[src/pmx_pkg.sv]
package pmx_pkg;
  // ************************************************************
  // Register map (byte addresses on the AHB-Lite slave)
  // ************************************************************
  localparam logic [7:0] ADDR_PIN_ASSIGN = 8'h00;
  localparam logic [7:0] ADDR_WIN_SIZE = 8'h04;
  localparam logic [7:0] ADDR_WIN_BASE = 8'h08;
  localparam logic [7:0] ADDR_BANK_ONE = 8'h0C;
  localparam logic [7:0] ADDR_BANK_TWO = 8'h10;
  localparam logic [7:0] ADDR_ONCHIP = 8'h14;
  localparam logic [7:0] ADDR_STATUS = 8'h18;

  // ************************************************************
  // Field layouts and writable masks
  // ************************************************************
  localparam logic [7:0] PIN_ASSIGN_MASK = 8'h3F;
  localparam logic [7:0] WIN_SIZE_MASK = 8'hF3;
  localparam logic [7:0] WIN_BASE_MASK = 8'hEE;
  localparam logic [7:0] BANK_MASK = 8'h7E;
  localparam int FIRST_WINDOW_SIZE_LSB = 0;
  localparam int SECOND_WINDOW_SIZE_LSB = 4;
  localparam int GPSEL1_BIT = 6;
  localparam int GPSEL2_BIT = 7;
  localparam int W1BASE_LSB = 1;
  localparam int W2BASE_LSB = 5;
  localparam int BANK_LSB = 1;
  localparam logic [7:0] REG_RESET = 8'h00;

  // ************************************************************
  // Window sizes
  // ************************************************************
  typedef enum logic [1:0] {
    PMX_WIN_OFF = 2'b00,
    PMX_WIN_8K = 2'b01,
    PMX_WIN_16K = 2'b10,
    PMX_WIN_32K = 2'b11
  } pmx_wsize_t;
  localparam logic [2:0] BASE_4000 = 3'b010;
endpackage : pmx_pkg

[src/pmx_window.sv]
`timescale 1ns/1ps
`default_nettype none
// ************************************************************
// One window: hit decode and expanded-address build
// ************************************************************
module pmx_window (
  input wire logic [15:0] cpu_addr,
  input wire logic [1:0] wsize,
  input wire logic [2:0] wbase,
  input wire logic [5:0] bank,
  output logic hit,
  output logic [5:0] xline,
  output logic [2:0] used_low
);
  // Base truncated to size, then upper-bit compare
  // Bank bits go out on their own lines, so a bigger window drops the low bank bits
  // used_low marks lines 15..13 that do not carry the plain CPU bit
  always_comb begin
    hit = 1'b0;
    xline = 6'h00;
    used_low = 3'b000;
    case (pmx_pkg::pmx_wsize_t'(wsize))
      pmx_pkg::PMX_WIN_8K: begin
        hit = (cpu_addr[15:13] == wbase);
        xline = bank;
        used_low = 3'b111;
      end
      pmx_pkg::PMX_WIN_16K: begin
        hit = (cpu_addr[15:14] == wbase[2:1]);
        xline = {bank[5:1], cpu_addr[13]};
        used_low = 3'b110;
      end
      pmx_pkg::PMX_WIN_32K: begin
        if (wbase[2:1] == 2'b01) begin
          // Based at 0x4000: spans 0x4000..0xBFFF, bit 14 inverted
          hit = (cpu_addr[15:14] == 2'b01) || (cpu_addr[15:14] == 2'b10);
          xline = {bank[5:2], ~cpu_addr[14], cpu_addr[13]};
          used_low = 3'b110;
        end else begin
          hit = (cpu_addr[15] == wbase[2]);
          xline = {bank[5:2], cpu_addr[14:13]};
          used_low = 3'b100;
        end
      end
      default: begin
        hit = 1'b0;
      end
    endcase
  end
endmodule : pmx_window
`default_nettype wire

[src/pmx_paged_mem.sv]
// The AHB-Lite slave port and the placing of the registers were decided locally.
`timescale 1ns/1ps
`default_nettype none
module pmx_paged_mem (
  input wire logic hclk,
  input wire logic hresetn,
  input wire logic hsel,
  input wire logic [7:0] haddr,
  input wire logic [1:0] htrans,
  input wire logic hwrite,
  input wire logic [2:0] hsize,
  input wire logic [31:0] hwdata,
  input wire logic hready,
  output logic [31:0] hrdata,
  output logic hreadyout,
  output logic hresp,
  input wire logic [15:0] cpu_addr,
  input wire logic onchip_hit,
  input wire logic rom_hit,
  output logic [5:0] port_out,
  output logic [5:0] port_is_addr,
  output logic [19:0] exp_addr,
  output logic gp1_use_exp,
  output logic gp2_use_exp,
  output logic ext_select,
  output logic rom_select,
  output logic onchip_select,
  output logic in_window
);
  // ************************************************************
  // Registers
  // ************************************************************
  logic [7:0] pin_assign_r, pin_assign_nxt;
  logic [7:0] size_r, size_nxt;
  logic [7:0] base_r, base_nxt;
  logic [7:0] bank1_r, bank1_nxt;
  logic [7:0] bank2_r, bank2_nxt;
  logic wr_pend_r, wr_pend_nxt;
  logic [7:0] wr_addr_r, wr_addr_nxt;
  logic [31:0] hrdata_r, hrdata_nxt;
  logic [7:0] rd_val;
  logic [15:0] cpu_sync1_r, cpu_sync2_r;
  logic [1:0] onchip_sync1_r, onchip_sync2_r;
  logic phase_ok;

  assign phase_ok = hsel && hready && htrans[1];

  // Read mux; unimplemented bits forced low by masks
  always_comb begin
    rd_val = 8'h00;
    if (haddr == pmx_pkg::ADDR_PIN_ASSIGN) begin
      rd_val = pin_assign_r & pmx_pkg::PIN_ASSIGN_MASK;
    end else if (haddr == pmx_pkg::ADDR_WIN_SIZE) begin
      rd_val = size_r & pmx_pkg::WIN_SIZE_MASK;
    end else if (haddr == pmx_pkg::ADDR_WIN_BASE) begin
      rd_val = base_r & pmx_pkg::WIN_BASE_MASK;
    end else if (haddr == pmx_pkg::ADDR_BANK_ONE) begin
      rd_val = bank1_r & pmx_pkg::BANK_MASK;
    end else if (haddr == pmx_pkg::ADDR_BANK_TWO) begin
      rd_val = bank2_r & pmx_pkg::BANK_MASK;
    end else if (haddr == pmx_pkg::ADDR_STATUS) begin
      rd_val = {ext_select, rom_select, onchip_select, in_window, 4'h0};
    end else begin
      rd_val = 8'h00; // Unmapped reads zero, still OKAY
    end
  end

  // Bus slave: zero wait states, write lands in data phase
  always_comb begin
    wr_pend_nxt = phase_ok && hwrite;
    wr_addr_nxt = phase_ok ? haddr : wr_addr_r;
    hrdata_nxt = (phase_ok && !hwrite) ? {24'h00_0000, rd_val} : hrdata_r;
    pin_assign_nxt = pin_assign_r;
    size_nxt = size_r;
    base_nxt = base_r;
    bank1_nxt = bank1_r;
    bank2_nxt = bank2_r;
    if (wr_pend_r) begin
      if (wr_addr_r == pmx_pkg::ADDR_PIN_ASSIGN) begin
        pin_assign_nxt = hwdata[7:0] & pmx_pkg::PIN_ASSIGN_MASK;
      end else if (wr_addr_r == pmx_pkg::ADDR_WIN_SIZE) begin
        size_nxt = hwdata[7:0] & pmx_pkg::WIN_SIZE_MASK;
      end else if (wr_addr_r == pmx_pkg::ADDR_WIN_BASE) begin
        base_nxt = hwdata[7:0] & pmx_pkg::WIN_BASE_MASK;
      end else if (wr_addr_r == pmx_pkg::ADDR_BANK_ONE) begin
        bank1_nxt = hwdata[7:0] & pmx_pkg::BANK_MASK;
      end else if (wr_addr_r == pmx_pkg::ADDR_BANK_TWO) begin
        bank2_nxt = hwdata[7:0] & pmx_pkg::BANK_MASK;
      end
    end
  end

  always_ff @(posedge hclk or negedge hresetn) begin
    if (!hresetn) begin
      pin_assign_r <= pmx_pkg::REG_RESET;
      size_r <= pmx_pkg::REG_RESET;
      base_r <= pmx_pkg::REG_RESET;
      bank1_r <= pmx_pkg::REG_RESET;
      bank2_r <= pmx_pkg::REG_RESET;
      wr_pend_r <= 1'b0;
      wr_addr_r <= 8'h00;
      hrdata_r <= 32'h0000_0000;
    end else begin
      pin_assign_r <= pin_assign_nxt;
      size_r <= size_nxt;
      base_r <= base_nxt;
      bank1_r <= bank1_nxt;
      bank2_r <= bank2_nxt;
      wr_pend_r <= wr_pend_nxt;
      wr_addr_r <= wr_addr_nxt;
      hrdata_r <= hrdata_nxt;
    end
  end

  assign hrdata = hrdata_r;
  assign hreadyout = 1'b1;
  assign hresp = 1'b0;

  // ************************************************************
  // CPU side inputs: treated as foreign, two-flop synchronised
  // ************************************************************
  // Costs two cycles of latency but keeps the decode metastability-safe
  always_ff @(posedge hclk or negedge hresetn) begin
    if (!hresetn) begin
      cpu_sync1_r <= 16'h0000;
      cpu_sync2_r <= 16'h0000;
      onchip_sync1_r <= 2'b00;
      onchip_sync2_r <= 2'b00;
    end else begin
      cpu_sync1_r <= cpu_addr;
      cpu_sync2_r <= cpu_sync1_r;
      onchip_sync1_r <= {rom_hit, onchip_hit};
      onchip_sync2_r <= onchip_sync1_r;
    end
  end

  // ************************************************************
  // Window decode
  // ************************************************************
  logic hit1, hit2;
  logic [5:0] x1, x2;
  logic [2:0] use1, use2;

  pmx_window u_win1 (
    .cpu_addr(cpu_sync2_r),
    .wsize(size_r[pmx_pkg::FIRST_WINDOW_SIZE_LSB +: 2]),
    .wbase(base_r[pmx_pkg::W1BASE_LSB +: 3]),
    .bank(bank1_r[pmx_pkg::BANK_LSB +: 6]),
    .hit(hit1),
    .xline(x1),
    .used_low(use1)
  );

  pmx_window u_win2 (
    .cpu_addr(cpu_sync2_r),
    .wsize(size_r[pmx_pkg::SECOND_WINDOW_SIZE_LSB +: 2]),
    .wbase(base_r[pmx_pkg::W2BASE_LSB +: 3]),
    .bank(bank2_r[pmx_pkg::BANK_LSB +: 6]),
    .hit(hit2),
    .xline(x2),
    .used_low(use2)
  );

  // Output values; the windows pick which low lines carry bank bits
  logic [5:0] xsel, pout_nxt, pout_r, pdir_r;
  logic [19:0] exp_nxt, exp_r;
  logic win_nxt, win_r, ext_nxt, ext_r, rom_nxt, rom_r, onc_nxt, onc_r;
  logic [2:0] used_any;

  always_comb begin
    xsel = 6'h00;
    win_nxt = hit1 || hit2;
    used_any = 3'b000;
    if (hit1) begin
      xsel = x1;
      used_any = use1;
    end else if (hit2) begin
      xsel = x2;
      used_any = use2;
    end
    // low lines without window need carry CPU bits
    pout_nxt = {xsel[5:3], cpu_sync2_r[15:13]};
    if (win_nxt) begin
      pout_nxt = xsel;
    end else begin
      pout_nxt = {3'b000, cpu_sync2_r[15:13]};
    end
    exp_nxt = win_nxt ? {1'b0, xsel, cpu_sync2_r[12:0]} : {4'h0, cpu_sync2_r};
    onc_nxt = onchip_sync2_r[0];
    rom_nxt = !onchip_sync2_r[0] && onchip_sync2_r[1]
              && (!win_nxt || xsel[5:3] == 3'b000);
    ext_nxt = !onc_nxt && !rom_nxt;
  end

  always_ff @(posedge hclk or negedge hresetn) begin
    if (!hresetn) begin
      pout_r <= 6'h00;
      pdir_r <= 6'h00;
      exp_r <= 20'h0_0000;
      win_r <= 1'b0;
      ext_r <= 1'b0;
      rom_r <= 1'b0;
      onc_r <= 1'b0;
    end else begin
      pout_r <= pout_nxt & pin_assign_r[5:0];
      pdir_r <= pin_assign_r[5:0];
      exp_r <= exp_nxt;
      win_r <= win_nxt;
      ext_r <= ext_nxt;
      rom_r <= rom_nxt;
      onc_r <= onc_nxt;
    end
  end

  assign port_out = pout_r;
  assign port_is_addr = pdir_r;
  assign exp_addr = exp_r;
  assign in_window = win_r;
  assign ext_select = ext_r;
  assign rom_select = rom_r;
  assign onchip_select = onc_r;
  assign gp1_use_exp = size_r[pmx_pkg::GPSEL1_BIT];
  assign gp2_use_exp = size_r[pmx_pkg::GPSEL2_BIT];

  // ************************************************************
  // Assertions
  // ************************************************************
  a_ro_bits_zero: assert property (@(posedge hclk) disable iff (!hresetn)
    (pin_assign_r[7:6] == 2'b00) && (size_r[3:2] == 2'b00))
    else $error("unimplemented bits set");
  a_win_one_wins: assert property (@(posedge hclk) disable iff (!hresetn)
    (hit1 && hit2) |=> (exp_r[18:13] == $past(x1)))
    else $error("window two won overlap");
  a_onchip_first: assert property (@(posedge hclk) disable iff (!hresetn)
    onchip_sync2_r[0] |=> (onc_r && !ext_r && !rom_r))
    else $error("onchip lost priority");
  a_rom_bank_zero: assert property (@(posedge hclk) disable iff (!hresetn)
    (hit1 && x1[5:3] != 3'b000 && !onchip_sync2_r[0]) |=> !rom_r)
    else $error("rom in nonzero bank");
  a_pass_outside: assert property (@(posedge hclk) disable iff (!hresetn)
    (!hit1 && !hit2) |=> (exp_r == {4'h0, $past(cpu_sync2_r)}))
    else $error("address altered outside window");
  a_pin_gating: assert property (@(posedge hclk) disable iff (!hresetn)
    ((pout_r & ~pdir_r) == 6'h00))
    else $error("io pin carries address");
  a_win_32k_inv: assert property (@(posedge hclk) disable iff (!hresetn)
    (hit1 && size_r[1:0] == 2'b11 && base_r[3:2] == 2'b01)
    |=> (exp_r[14] == !$past(cpu_sync2_r[14])))
    else $error("bit 14 not inverted");
  a_low_lines_cpu: assert property (@(posedge hclk) disable iff (!hresetn)
    win_nxt |=> (((exp_r[15:13] ^ $past(cpu_sync2_r[15:13])) & ~$past(used_any)) == 3'b000))
    else $error("low line lost cpu bit");
  a_zero_wait: assert property (@(posedge hclk) disable iff (!hresetn)
    phase_ok |-> ##1 (hreadyout && !hresp))
    else $error("slave stalled");
  c_win1_hit: cover property (@(posedge hclk) disable iff (!hresetn) hit1);
  c_overlap: cover property (@(posedge hclk) disable iff (!hresetn) hit1 && hit2);
  c_rom_bank: cover property (@(posedge hclk) disable iff (!hresetn) rom_r && win_r);
endmodule : pmx_paged_mem
`default_nettype wire

[config.mk]
export PLATFORM = sky130hd
export DESIGN_NAME = pmx_paged_mem
export DESIGN_NICKNAME = d
export VERILOG_FILES = /design/src/pmx_pkg.sv /design/src/pmx_window.sv /design/src/pmx_paged_mem.sv
export SDC_FILE = /design/constraint.sdc
export NUM_CORES = 1
export LEC_CHECK = 0
export ABC_AREA = 1
export BUFFER_PORTS_ARGS = -buffer_cell sky130_fd_sc_hd__buf_2
export CAP_MARGIN = 10
export CORE_MARGIN = 2
export CORE_UTILIZATION = 33
export CTS_BUF_LIST = sky130_fd_sc_hd__clkbuf_16
export CTS_CLUSTER_DIAMETER = 60
export CTS_CLUSTER_SIZE = 30
export DETAILED_ROUTE_END_ITERATION = 16
export PLACE_DENSITY_LB_ADDON = 0.25
export SETUP_SLACK_MARGIN = 0.4
export SLEW_MARGIN = 20
export SYNTH_ARGS = -nofsm -noshare
export SYNTH_HDL_FRONTEND = slang
export SYNTH_SLANG_ARGS = --single-unit
[constraint.sdc]
create_clock -name hclk -period 3.4 [get_ports hclk]
set_input_delay 0.34 -clock hclk [delete_from_list [all_inputs] [get_ports hclk]]
set_output_delay 0.34 -clock hclk [all_outputs]
set_load 0.1 [all_outputs]
Yosys cells after proc, flatten, opt, wreduce, memory -nomap -nowiden
Cells that the tools add are included.
{ "totals": {"ff_bits": 118, "latchBits": 0, "ram_bits": 0, "rom_bits": 0, "input_bits": 68, "out_inout_bits": 72, "wordCells": 90, "n_memories": 0} }
{ "op_classes": {"n_addsub": 0, "multipliers": 0, "n_div": 0, "order_cmp": 0, "n_eq_ne": 25, "n_shift": 0, "mux": 18, "bitwise": 6, "reduce_logical": 22} }
{ "ops": {"columns": ["cell", "n"], "rows": [
  ["8-bit two-way mux", 6],
  ["6-bit case mux with 3 select lines", 2],
  ["8-bit by 4-bit == test with 1-bit output (second input constant)", 4],
  ["8-bit by 5-bit == test with 1-bit output (second input constant)", 3],
  ["19-bit two-way mux", 1],
  ["6-bit two-way mux", 3],
  ["8-bit by 3-bit == test with 1-bit output (second input constant)", 2],
  ["8-bit zero test", 2],
  ["2-bit by 1-bit == test with 1-bit output (second input constant)", 5],
  ["2-bit == test (second input constant)", 5],
  ["1-bit logical AND", 7],
  ["6-bit AND", 1],
  ["3-bit == test", 2],
  ["1-bit case mux with 3 select lines", 2],
  ["6-bit AND reduction", 1],
  ["1-bit inverter", 5],
  ["5-bit AND reduction", 1],
  ["2-bit == test", 2],
  ["1-bit zero test", 4],
  ["2-bit two-way mux", 2],
  ["4-bit AND reduction", 1],
  ["3-bit zero test", 1],
  ["1-bit logical OR", 3],
  ["3-bit AND reduction", 1],
  ["3 further kinds", 5]
]} }

Logic depth before layout (Yosys ltp)
{ "depth": {"word_depth": 11, "mapped_depth": 12, "depth_no_buf": 12} }

Modules after synthesis
A second synthesis with hierarchy kept.
{ "unflattened": {"hier_cells": 510, "area_unflattened_um2": 4890.9} }
{ "modules_own_cells": {"columns": ["mod", "n_inst", "cells_each", "area_per_inst_um2", "seq_area_each_um2"], "rows": [
  ["pmx_paged_mem", 1, 414, 4483.0, 2952.8],
  ["pmx_window", 2, 48, 203.9, 0.0]
]} }

Worst setup path before layout
Ideal clock, no wire load.
{ "synth_path": {"path_kind": "register -> register", "start": "register cpu_sync2_r[15]", "end": "register ext_r, in the netlist ext_select", "setup_ns": 0.119, "t_arrival_ns": 1.282, "slack_ns": 1.999, "path_stages_with_launch": 11, "path_buffers": 0, "period_less_slack_ns": 1.401, "cell_sequence": "dfrtp_1 -> inv_2 -> nand2_1 -> nand2_1 -> nand3_2 -> nand3_1 -> nand2_1 -> nand2_2 -> nand3_2 -> nor2_2 -> nor2_1"} }
{ "synth_between": {"elab_chain_cells": 11, "elab_cells_between_ends": 22, "classes_between": "eq/ne: 8; mux: 6; reduce/logical: 8"} }
{ "synth_rtl": {"columns": ["item", "line", "text"], "rows": [
  ["from (decl)", "pmx_paged_mem.sv:42", "logic [15:0] cpu_sync1_r, cpu_sync2_r;"],
  ["from (signal assigned)", "pmx_paged_mem.sv:131", "cpu_sync2_r <= cpu_sync1_r;"],
  ["2-bit by 1-bit == test with 1-bit output / 2-bit == test (equally long branches)", "pmx_window.sv:36", "hit = (cpu_addr[15:14] == 2'b01) || (cpu_addr[15:14] == 2'b10);"],
  ["1-bit logical OR", "pmx_window.sv:36", null],
  ["1-bit two-way mux", "pmx_window.sv:34", "if (wbase[2:1] == 2'b01) begin"],
  ["1-bit case mux with 3 select lines", "pmx_window.sv:22", "case (pmx_pkg::pmx_wsize_t'(wsize))"],
  ["6-bit two-way mux", "pmx_paged_mem.sv:177", "end else if (hit2) begin"],
  ["6-bit two-way mux", "pmx_paged_mem.sv:174", "if (hit1) begin"],
  ["3-bit zero test", "pmx_paged_mem.sv:191", "&& (!win_nxt || xsel[5:3] == 3'b000);"],
  ["1-bit logical OR (*)", "pmx_paged_mem.sv:191", null],
  ["1-bit logical AND (*)", "pmx_paged_mem.sv:191", null],
  ["1-bit zero test (*)", "pmx_paged_mem.sv:192", "ext_nxt = !onc_nxt && !rom_nxt;"],
  ["1-bit logical AND (*)", "pmx_paged_mem.sv:192", null],
  ["named net ext_nxt", "pmx_paged_mem.sv:167", "logic win_nxt, win_r, ext_nxt, ext_r, rom_nxt, rom_r, onc_nxt, onc_r;"],
  ["to (signal assigned)", "pmx_paged_mem.sv:209", "ext_r <= ext_nxt;"],
  ["to (decl)", "pmx_paged_mem.sv:167", null]
]} }
Mark *: on every way through the listed nets, which the timed path passes. The rest lies on a longest branch.
A chain may end at the register's enable or synchronous reset.

Worst setup path after layout
Same ends and word-level chain as after synthesis.

==> impl_metrics.prom <==
# TYPE chip_impl_metric gauge
chip_impl_metric{name="num-nets-final",unit=""} 631
chip_impl_metric{name="fraction_of_final_layout_cells_sized_beyond_drive_strength_1",unit="%"} 24.35
chip_impl_info{name="timing.critical_path.mode_cell",value="sky130_fd_sc_hd__nand2_1"} 1
chip_impl_info{name="violations_in_the_final_reports",value="negative hold slack"} 1
chip_impl_metric{name="number_of_global_route_vias_before_repair",unit=""} 3209
chip_impl_metric{name="max_fclk",unit="MHz"} 574.3
chip_impl_metric{name="hold_ws",unit="ps"} -25.89
chip_impl_metric{name="core_region_area",unit="sq um"} 13830
chip_impl_metric{name="number_of_buffers_on_the_longest_clock_path",unit=""} 2
chip_impl_metric{name="mappedNetlistArea",unit="sq um"} 4663
chip_impl_info{name="crit_path_end_kind",value="flop"} 1
chip_impl_metric{name="die-width",unit="microns"} 122.9
chip_impl_info{name="list_of_cells_traversed_by_the_critical_path",value="inv_2, nand2_1, nand2_1, nand3_2, nand3_1, nand2_1, nand2_2, nand3_2, nor2_2, nor2_1"} 1
chip_impl_metric{name="max-slew-margin-rel",unit="%"} 50.09
chip_impl_metric{name="ctsHoldBuffers",unit=""} 0
chip_impl_metric{name="cts.sink_count",unit=""} 118
chip_impl_metric{name="synthesis.area_per_instance",unit="sq um"} 9.985
chip_impl_info{name="critical_path.reg2reg.endpoint",value="ext_select$_DFF_PN0_"} 1
chip_impl_metric{name="avgViaCountPerCell",unit=""} 4.376
chip_impl_info{name="cp-endpoint",value="ext_select$_DFF_PN0_"} 1
chip_impl_metric{name="global_route.usage.total",unit="%"} 14.92
chip_impl_metric{name="min_period",unit="ps"} 1741
chip_impl_metric{name="cts.clk_slew.worst_paths",unit="ps"} 50
chip_impl_metric{name="grt_remaining_overflow",unit=""} 0
chip_impl_metric{name="crit_path_max_fanout",unit=""} 5
chip_impl_metric{name="detail_route.wirelength",unit="microns"} 10260
chip_impl_metric{name="timing.critical_path.buf_inv",unit=""} 1
chip_impl_info{name="setup.worst_path.start",value="cpu_sync2_r[15]$_DFF_PN0_"} 1
chip_impl_info{name="hold_path.class",value="input port to async pin"} 1
chip_impl_info{name="synth_top_family_by_area",value="simple AND/OR/NAND/NOR gates"} 1
chip_impl_metric{name="synth_warnings",unit=""} 0
chip_impl_metric{name="synth_simple_gate_area_share",unit="%"} 19.37
chip_impl_metric{name="reg2reg_setup_slack",unit="ps"} 1660
chip_impl_metric{name="dp.final_hpwl",unit="microns"} 7613
chip_impl_metric{name="initial_utilization",unit="%"} 33.73
chip_impl_metric{name="dieHeight",unit="microns"} 122.9
chip_impl_metric{name="clock_insertion_delay_worst_skew",unit="ps"} 410
chip_impl_info{name="setup.worst_path.start_class",value="flop"} 1
chip_impl_metric{name="antenna_violating_nets_post_route",unit=""} 0
chip_impl_metric{name="max-cap-violations",unit=""} 0
chip_impl_metric{name="cts-buffers-inserted",unit=""} 17
chip_impl_metric{name="cp.depth",unit=""} 10
chip_impl_metric{name="synth_adder_area_share",unit="%"} 0
chip_impl_metric{name="synth_sequential_area_ratio",unit="%"} 63.32
chip_impl_metric{name="synth_mux_area_share",unit="%"} 0.7244
chip_impl_metric{name="setup_total_negative_slack",unit="ps"} 0
chip_impl_metric{name="required",unit="ps"} 3700
chip_impl_metric{name="global_route_wire_length_before_repair",unit="microns"} 16330
chip_impl_metric{name="post_cts.resized_instances",unit=""} 0
chip_impl_metric{name="reg2regPathDepth",unit=""} 10
chip_impl_info{name="setup.worst_path.class",value="flop to flop"} 1
chip_impl_metric{name="number_of_standard_cells_after_synthesis",unit=""} 467
chip_impl_info{name="critPathTopFamily",value="simple AND/OR/NAND/NOR gates"} 1
chip_impl_metric{name="design.die.area",unit="sq um"} 15100
chip_impl_metric{name="first_pass_iters",unit=""} 4
chip_impl_metric{name="antenna_found_initial",unit=""} 0
chip_impl_info{name="crit_path_top_delay_cell",value="sky130_fd_sc_hd__dfrtp_1"} 1
chip_impl_metric{name="final_worst_path_period_share",unit="%"} 51.21
chip_impl_metric{name="synth_cell_types",unit=""} 32
chip_impl_info{name="final_common_cell",value="sky130_fd_sc_hd__nand2_1"} 1
chip_impl_metric{name="clock-skew-final",unit="ps"} 9.541
chip_impl_info{name="r2r_start",value="cpu_sync2_r[15]$_DFF_PN0_"} 1
chip_impl_metric{name="htree_levels",unit=""} 4
chip_impl_metric{name="synth-xor-area-share",unit="%"} 0.3756
chip_impl_metric{name="design.portCount",unit=""} 140
chip_impl_info{name="grt_setup_unrepaired",value="false"} 1
chip_impl_metric{name="routability_congestion",unit=""} 0.8882
chip_impl_metric{name="place.port_buffers",unit=""} 84
chip_impl_info{name="cts_root_buf",value="sky130_fd_sc_hd__clkbuf_16"} 1
chip_impl_metric{name="power_density",unit="nW/um^2"} 813.4
chip_impl_metric{name="route.vias.total",unit=""} 3304
chip_impl_metric{name="slew_worst_pin",unit="ps"} 748.7
chip_impl_metric{name="row_count",unit=""} 43
chip_impl_metric{name="power.static_leakage",unit="nW"} 2.953
chip_impl_metric{name="peak_per_stage_delay_on_the_critical_path",unit="ps"} 440
chip_impl_metric{name="vdd_drop_max",unit="uV"} 303.9
chip_impl_metric{name="totalPowerFinal",unit="W"} 0.004646
chip_impl_metric{name="final-max-slew-violation-count",unit=""} 0
chip_impl_metric{name="synth.ff_latch_count",unit=""} 118
chip_impl_metric{name="timing.critical_path.arrival",unit="ps"} 2040
chip_impl_metric{name="avgRoutedWirePerCell",unit="microns"} 13.59
chip_impl_info{name="run_status",value="finished, violations left"} 1
chip_impl_metric{name="synth_compound_gate_area_share",unit="%"} 6.922
chip_impl_metric{name="iter_0_drt_violations",unit=""} 154
chip_impl_metric{name="finalHoldViolations",unit=""} 26
chip_impl_info{name="tritoncts",value="yes"} 1
chip_impl_metric{name="setup-violations-final",unit=""} 0
chip_impl_metric{name="area_growth",unit="%"} 22.48
chip_impl_info{name="most-common-layout-cells",value="123 x sky130_fd_sc_hd__nand2_1, 118 x sky130_fd_sc_hd__dfrtp_1, 83 x sky130_fd_sc_hd__buf_2, 50 x sky130_fd_sc_hd__inv_1, 36 x sky130_fd_sc_hd__o21ai_0"} 1
chip_impl_metric{name="cts_setup_buffers",unit=""} 0
chip_impl_metric{name="diodes",unit=""} 0
chip_impl_metric{name="route.detailed.drc",unit=""} 0
chip_impl_metric{name="grt_start_max_net_pins",unit=""} 84
## logic make-up after synthesis
logic type	after synthesis
simple gates	197
flops	118
buf+inv	85
compound gates	60
mux	3
xor+xnor	2
other cells	2
## worst min-delay path by stage
stage | slack (ps) | to | start | depth (start not counted)
6_report | -30 | cpu_sync1_r[10]$_DFF_PN0_ | hresetn | 1
5_1_grt | 10 | cpu_sync1_r[6]$_DFF_PN0_ | cpu_addr[6] | 1
4_1_cts | 10 | onchip_sync1_r[0]$_DFF_PN0_ | onchip_hit | 1
3_5_place_dp | 330 | cpu_sync2_r[0]$_DFF_PN0_ | cpu_sync1_r[0]$_DFF_PN0_ | 0
3_3_place_gp | 330 | exp_addr[11]$_DFF_PN0_ | cpu_sync2_r[11]$_DFF_PN0_ | 0
2_1_floorplan | 40 | bank1_r[1]$_DFFE_PN0P_ | hresetn | 0
## cell usage after synthesis, drive strengths merged
cell type,instances,share of area [%]
a21oi,12,1.3
a22oi,1,0.16
a41oi,1,0.19
and3b,1,0.19
buf,31,4.8
clkbuf,3,0.24
conb,2,0.16
dfrtp,118,63
inv,51,4.1
mux2,3,0.72
nand2,131,11
nand3,24,3.1
nand4,3,0.40
nor2,27,2.8
nor3,7,0.86
nor4,3,0.81
o211ai,2,0.54
o21ai,43,4.6
o22ai,1,0.13
or2,1,0.13
xnor2,1,0.19
xor2,1,0.19
## routing by layer
layer | vias up | wire length [microns] | track usage (%)
met2 | 91 | 4836 | 22.89
met4 | 0 | 212 | 7.328
li1 | 1610 | - | -
met3 | 14 | 683 | 4.275
met1 | 1589 | 4529 | 19.33
met5 | - | 0 | 0
## registers in the layout, indices dropped and copies added (netlist names)
signal	flops
bank1_r	6
bank2_r	6
base_r	6
cpu_sync1_r	16
cpu_sync2_r	16
exp_addr	19
ext_select	1
hrdata	8
in_window	1
onchip_select	1
onchip_sync1_r	2
onchip_sync2_r	2
pin_assign_r	6
port_is_addr	6
port_out	6
rom_select	1
size_r	6
wr_addr_r	8
wr_pend_r	1
## layout make-up
type / instances / area, sq um
Inverter: 51 / 191.4
Sequential cell: 118 / 2953
Clock inverter: 14 / 96.34
Multi-Input combinational cell: 289 / 1379
Tap cell: 180 / 225.2
Fill cell: 1346 / 8115
Clock buffer: 17 / 425.4
Timing Repair Buffer: 86 / 441.7
## where the power goes
part	internal, W	switching, W
sequential	0.00159	0.0000919
combinational	0.000201	0.00120
clock	0.000974	0.000590
## metrics by stage
stage          std cells  area (sq um)  util, %  setup WS (ps)
2_1_floorplan        492          4757        -           1999
6_report             755          5712    41.31           1659
5_1_grt              755          5712    41.31           1453
4_1_cts              755          5708    41.28           1612
3_3_place_gp         724          5186    37.51           1328
3_5_place_dp         724          5186    37.51           1282
No activity file was read; power rests on OpenSTA's default activity.
